## config.mk

```make
export PLATFORM = sky130hd
export DESIGN_NAME = hpc_regs
export DESIGN_NICKNAME = d
export VERILOG_FILES = /design/src/hpc_pkg.sv /design/src/hpc_regs.sv
export SDC_FILE = /design/constraint.sdc
export NUM_CORES = 1
export LEC_CHECK = 0
export ABC_AREA = 1
export BUFFER_PORTS_ARGS = -buffer_cell sky130_fd_sc_hd__buf_4
export CORE_MARGIN = 1.5
export CORE_UTILIZATION = 57
export DETAILED_ROUTE_END_ITERATION = 7
export GPL_ROUTABILITY_DRIVEN = 0
export PLACE_DENSITY = 0.8
export SYNTH_ARGS = -nofsm -noshare
export SYNTH_HDL_FRONTEND = slang
export SYNTH_SLANG_ARGS = --single-unit
```

## constraint.sdc

```tcl
create_clock -name clk_sys -period 2.5 [get_ports clk_sys]
set_input_delay 0.25 -clock clk_sys [delete_from_list [all_inputs] [get_ports clk_sys]]
set_output_delay 0.25 -clock clk_sys [all_outputs]
set_load 0.02 [all_outputs]
```

## src/hpc_pkg.sv

```systemverilog
// constants for the haptic playback configuration register bank
package hpc_pkg;
    // ----------------------------------------
    // register offsets
    // ----------------------------------------
    localparam logic [7:0] OFS_GO = 8'h0C;
    localparam logic [7:0] OFS_LIB_CFG = 8'h0D;
    localparam logic [7:0] OFS_RT_DRIVE = 8'h0E;
    localparam logic [7:0] OFS_SLOT_ONE = 8'h0F;
    // ----------------------------------------
    // field positions
    // ----------------------------------------
    localparam int BIT_LIB_ACTIVE = 7;
    localparam int BIT_LIB_SEL = 6;
    localparam int BIT_INTERVAL = 5;
    localparam int BIT_SLOT_DELAY = 7;
    // ----------------------------------------
    // reset values
    // ----------------------------------------
    localparam logic [7:0] RST_LIB_CFG = 8'h00;
    localparam logic [7:0] RST_RT_DRIVE = 8'h7F;
    localparam logic [7:0] RST_SLOT_ONE = 8'h01;
    // ----------------------------------------
    // timing
    // ----------------------------------------
    localparam int CLK_HZ = 10_000_000;
    localparam int STEP_SLOW_MS = 5;
    localparam int STEP_FAST_MS = 1;
    localparam int DELAY_UNIT_MS = 10;
    localparam int STEP_SLOW_CYC = STEP_SLOW_MS * (CLK_HZ / 1000);
    localparam int STEP_FAST_CYC = STEP_FAST_MS * (CLK_HZ / 1000);
    localparam int DELAY_UNIT_CYC = DELAY_UNIT_MS * (CLK_HZ / 1000);
    // ----------------------------------------
    // playback modes
    // ----------------------------------------
    typedef enum logic [1:0] {
        HPC_MODE_LIBRARY = 2'b00,
        HPC_MODE_REALTIME = 2'b01
    } hpc_mode_e;
endpackage

```

## src/hpc_regs.sv

```systemverilog
// haptic playback configuration registers with drive level and step timing
`timescale 1ns/1ps
`default_nettype none
// Summary of operation
// - a read-only library-active flag resets to 0 and becomes 1 once a library is selected.
// - library select 0 picks the closed-loop resonant library, 1 the open-loop eccentric one.
// - the playback step comes every 5 ms with interval bit 0 and every 1 ms with it 1.
// - library amplitude scales to 100, 75, 50 or 25 percent for attenuation 0 to 3.
// - attenuation is not applied while in real-time playback mode.
// - in real-time mode once started, the load is driven with the real-time drive value.
// - the real-time drive value is a signed byte that resets to 127.
// - a new real-time value reaches the drive without a re-trigger.
// - the start bit launches the process, stays 1 until done, and clearing it cancels.
// - a slot with its delay flag set idles 10 ms times its seven-bit value.
// - the sequencer starts at slot one and stops on a zero identifier or after the last slot.
module hpc_regs #(
    parameter int STEP_SLOW = hpc_pkg::STEP_SLOW_CYC,
    parameter int STEP_FAST = hpc_pkg::STEP_FAST_CYC
) (
    // clock and reset
    input wire logic clk_sys,
    input wire logic sys_rst,
    // register port
    input wire logic reg_wr,
    input wire logic [7:0] reg_addr,
    input wire logic [7:0] reg_wdata,
    output logic [7:0] reg_rdata,
    // engine side
    input wire logic mode_realtime,
    input wire logic go_active,
    input wire logic signed [7:0] library_sample,
    output logic library_select,
    output logic playback_step,
    output logic signed [7:0] drive_level,
    output logic [6:0] slot1_waveform_id,
    output logic slot1_delay_flag
);
    // ----------------------------------------
    // registers
    // ----------------------------------------
    logic [7:0] lib_cfg;
    logic [7:0] realtime_drive_value;
    logic [7:0] slot_one;
    logic lib_active;
    logic [22:0] step_cnt;
    wire wr_lib = reg_wr && reg_addr == hpc_pkg::OFS_LIB_CFG;
    wire wr_rt = reg_wr && reg_addr == hpc_pkg::OFS_RT_DRIVE;
    wire wr_slot = reg_wr && reg_addr == hpc_pkg::OFS_SLOT_ONE;
    wire [1:0] library_attenuation = lib_cfg[1:0];
    always_ff @(posedge clk_sys or posedge sys_rst) begin
        if (sys_rst) begin
            lib_cfg <= hpc_pkg::RST_LIB_CFG;
            realtime_drive_value <= hpc_pkg::RST_RT_DRIVE;
            slot_one <= hpc_pkg::RST_SLOT_ONE;
            lib_active <= 1'b0;
        end else begin
            if (wr_lib) begin
                lib_cfg <= reg_wdata;
                lib_active <= 1'b1;
            end
            if (wr_rt) begin
                realtime_drive_value <= reg_wdata;
            end
            if (wr_slot) begin
                slot_one <= reg_wdata;
            end
        end
    end
    // ----------------------------------------
    // read path, reserved bits read as written
    // ----------------------------------------
    wire [7:0] lib_rd = {lib_active, lib_cfg[6:0]};
    wire [7:0] next_rdata = (reg_addr == hpc_pkg::OFS_LIB_CFG) ? lib_rd :
                            (reg_addr == hpc_pkg::OFS_RT_DRIVE) ? realtime_drive_value :
                            (reg_addr == hpc_pkg::OFS_SLOT_ONE) ? slot_one : 8'h00;
    // ----------------------------------------
    // step divider
    // ----------------------------------------
    wire [22:0] step_last = lib_cfg[hpc_pkg::BIT_INTERVAL] ? 23'(STEP_FAST - 1) :
                                                            23'(STEP_SLOW - 1);
    wire step_hit = step_cnt >= step_last;
    // ----------------------------------------
    // attenuation: shifts keep it multiplier free
    // ----------------------------------------
    wire signed [9:0] s10 = 10'(library_sample);
    wire signed [9:0] att_q3 = (s10 >>> 1) + (s10 >>> 2);
    wire signed [9:0] att_sel = (library_attenuation == 2'h0) ? s10 :
                                (library_attenuation == 2'h1) ? att_q3 :
                                (library_attenuation == 2'h2) ? (s10 >>> 1) :
                                (s10 >>> 2);
    wire signed [7:0] next_drive = !go_active ? 8'sh00 :
                                   mode_realtime ? realtime_drive_value :
                                   att_sel[7:0];
    always_ff @(posedge clk_sys or posedge sys_rst) begin
        if (sys_rst) begin
            step_cnt <= 23'h00_0000;
            playback_step <= 1'b0;
            drive_level <= 8'sh00;
            reg_rdata <= 8'h00;
            library_select <= 1'b0;
            slot1_waveform_id <= hpc_pkg::RST_SLOT_ONE[6:0];
            slot1_delay_flag <= hpc_pkg::RST_SLOT_ONE[hpc_pkg::BIT_SLOT_DELAY];
        end else begin
            // counter restarts with each playback so the first step is a full interval
            step_cnt <= (!go_active || step_hit) ? 23'h00_0000 : step_cnt + 23'h00_0001;
            playback_step <= go_active && step_hit;
            drive_level <= next_drive;
            reg_rdata <= next_rdata;
            library_select <= lib_cfg[hpc_pkg::BIT_LIB_SEL];
            slot1_waveform_id <= slot_one[6:0];
            slot1_delay_flag <= slot_one[hpc_pkg::BIT_SLOT_DELAY];
        end
    end

    // ----------------------------------------
    // check helpers
    // ----------------------------------------
    // cycles since the last step; only an upper bound, since an
    // interval change in mid-count shortens one gap on purpose
    logic [22:0] chk_gap;
    always_ff @(posedge clk_sys or posedge sys_rst) begin
        if (sys_rst) begin
            chk_gap <= 23'h00_0001;
        end else begin
            chk_gap <= (playback_step || !go_active) ? 23'h00_0001 : chk_gap + 23'h00_0001;
        end
    end
endmodule // hpc_regs
`default_nettype wire

```

==> run_results.csv <==
group,metric,value,unit
yosys,syn_inst,419,
worst_setup_path,cp_slowest_cell,"dfrtp_1",
finish,drive_gt1_frac,0.2111,
route,wl_per_cell,13.68,um
route,drt-initial-drc-count,216,
worst_setup_path,cp_common_cell,"nand2_1",
cts,ctsResizeCount,0,
placed_design,dp_hpwl,5613,um
route,vias,3035,
floorplanning,floorplan.initialDensity,0.6017,
sta,maxSlewViolCount,0,
min_path,hp-class,"primary input to flip-flop",
floorplanning,num_rows,28,
yosys,synth_edf_count,0,
power_and_ir_drop,power_switching_share,0.2599,
yosys,ys_ff_latch,73,
worst_setup_path,arrival,2140,ps
power_and_ir_drop,clockPowerShare,0.366,
sta,setup_tns,0,ps
worst_setup_path,worst_path_dominant_cell_family,"simple AND/OR/NAND/NOR gates",
global_routing,grt.total_usage,0.2528,
yosys,synth_top_area_frac,0.4417,
cts,clkSinkCount,73,
yosys,yosysSeqAreaShare,0.5069,
route,drc,0,
worst_setup_path,required,2760,ps
floorplanning,dieArea,6849,um2
yosys,async_flop_share,1.000,
power_and_ir_drop,vdd_drop_max,0.5121,mV
cts,cts_made_buffers,9,
global_routing,antenna_found_initial,0,
cts,ctsHoldBuffers,1,
floorplanning,die_height,82.76,um
worst_setup_path,path_class,"flip-flop to flip-flop",
route,via_per_inst,5.391,
run,maxCapViolCount,0,
power_and_ir_drop,power_density,567.9,nW/um2
finish,finalNonFillerCells,563,
sta,worst_slew_pin_slew,762.5,ps
sta,max_freq,0.5319,GHz
power_and_ir_drop,p_leak,2.130,nW
sta,finalSetupViolCount,0,
yosys,synth_ff_type,"dfrtp_1",
finish,n_antenna_cell,0,
yosys,yosys.area.top_type,"dfrtp_1",
yosys,synth_area_leaders,"dfrtp_1 44%, nand2_1 10%, dfstp_2 6.5%",
floorplanning,core,6026,um2
worst_setup_path,start_kind,"flip-flop",
yosys,synth_area_per_cell,8.654,um2
route,firstDrtPassIters,5,
route,drt-total-wl,7704,um
sta,finalCritPeriodShare,0.7520,
sta,finalHoldViolations,0,
cts,htreeDepth,3,
worst_setup_path,critPathMaxStageDelay,430,ps
cts,cts-root-buf,"clkbuf_8",
yosys,yosysWarnings,0,
global_routing,grt_pass1_vias,2826,
sta,slew_headroom,0.4898,
finish,final_core_util,0.7164,
sta,rsz0062_at_grt,"false",
floorplanning,die_x,82.76,um
cts,clk_pin_slew,70,ps
placed_design,io_buffers,54,
power_and_ir_drop,pwr-share-comb,0.118,
power_and_ir_drop,p_seq_frac,0.516,
worst_setup_path,path_cells,"inv_1 > ha_1 > nand2_1 > inv_1 > nand2_1 > nand2_1 > a21oi_1 > nand2_1 > nand2_2 > nand3_4 > nor2_2",
cts,insertion_delay,340,ps
sta,min_period,1880,ps
worst_setup_path,cp_num_buf_inv,2,
yosys,ys_types,38,
floorplanning,io_pins,55,
run_status,status,"completed",
route,antenna_left,0,
finish,nets,525,
placed_design,placed_cells,546,
global_routing,grt_pass1_wl,12770,um
global_routing,overflow,0,
cts,cts.path.max_buffers,2,
yosys,syn_area,3626,um2
cts,cts_setup_buffers,0,
power_and_ir_drop,p_sw,0.0006371,W
cts,cts_tree,"done",
sta,skew,5.037,ps
worst_setup_path,crit_fanout,17,
global_routing,grt_max_degree,49,
power_and_ir_drop,p_int,0.001814,W
finish,syn2layout_area_growth,19.05,%
worst_setup_path,critPathCaptureType,"flip-flop",
layout by cell type, fill, tap and decap left out, types with 2 or more instances in the layout:
cell type    n
o221ai_1     5
o21ai_0     38
nor3_1       6
a31oi_1      4
dfrtp_1     64
nor2_1      38
nand3_1     11
dfstp_2      9
xor2_1       6
ha_1        12
nor2_2      14
nor2_4       2
o21bai_1     2
nand4_4      2
xnor2_1      5
clkbuf_1     2
conb_1       6
nand2_1    100
clkinv_2     3
nand4_1      8
inv_1       47
buf_4       54
a21oi_1     22
clkinv_4     2
inv_2        2
clkbuf_8     9
logic make-up after synthesis:
logic type	synth area share
AOI/OAI and AO/OA	0.1163
xor gates and xnor gates	0.02657
adders and majority gates	0.04693
buffers and inverters	0.06487
DFF	0.5069
other	0.001034
and+or+nand+nor	0.2374
sequential cells by signal, summed over array words and instances, names as in the netlist:
name,flops
library_select,1
lib_active,1
playback_step,1
step_cnt,23
slot1_waveform_id,7
slot_one,8
reg_rdata,8
drive_level,8
slot1_delay_flag,1
lib_cfg,7
realtime_drive_value,8
metrics by stage:
| stage | instance area (um2) | total power (W) | setup WS, ps | hold slack, ps |
|---|---|---|---|---|
| 6_report | 4317 | 0.002451 | 620.1 | 131.9 |
| 5_1_grt | 4317 | 0.002552 | 491.5 | 133.9 |
| 4_1_cts | 4317 | 0.002464 | 646.2 | 122.4 |
| 3_5_place_dp | 4118 | 0.001575 | 657.3 | 350.4 |
| 3_3_place_gp | 4118 | 0.001567 | 768.8 | 333.1 |
| 2_1_floorplan | 3645 | 0.001454 | 411.6 | 344.5 |
layer usage:
layer / global-route usage / part of all wire / up-vias
li1: - / - / 1489
met1: 0.3536 / 0.47 / 1421
met2: 0.3846 / 0.45 / 111
met3: 0.04505 / 0.059 / 14
met4: 0.1133 / 0.020 / 0
met5: 0 / 0 / -
worst min-delay path: stages:
cell and delay, ps:
buf_4 90, nand2_1 50, nand2_1 60
cell usage after synthesis (5+ instances only):
cell / number
a21oi_1: 22
dfrtp_1: 64
dfstp_2: 9
ha_1: 12
inv_1: 48
nand2_1: 100
nand3_1: 11
nand4_1: 8
nor2_1: 38
nor2_2: 14
nor3_1: 6
o21ai_0: 38
o221ai_1: 5
xnor2_1: 5
xor2_1: 6
power groups by stage:
stage                     logic, W  clock network, W  registers, W
after floorplan           0.000152                 0       0.00130
after global placement    0.000282                 0       0.00129
after detailed placement  0.000288                 0       0.00129
after CTS                 0.000291          0.000908       0.00127
after global routing      0.000325          0.000956       0.00127
final                     0.000289          0.000897       0.00127
worst paths after layout:
kind | start | end | slack, ps | cells past startpoint
min in group asynchronous | sys_rst | drive_level[1] | 520 | 3
setup / recovery | lib_cfg[5] | step_cnt[11] | 620 | 11
hold reg to reg | slot_one[0] | slot1_waveform_id[0] | 380 | 0
max in group asynchronous | sys_rst | realtime_drive_value[6] | 1280 | 4
setup reg to reg | lib_cfg[5] | step_cnt[11] | 620 | 11
hold / removal | reg_wdata[4] | lib_cfg[4] | 130 | 3
area by class of cell:
class / count / area (um2)
Multi-Input combinational cell: 293 / 1572
Timing Repair Buffer: 56 / 435.4
Clock inverter: 5 / 57.56
Fill cell: 468 / 1709
Inverter: 50 / 188.9
Tap cell: 75 / 93.84
Clock buffer: 11 / 131.4
Sequential cell: 73 / 1838
Power figures use the tool's default switching activity.
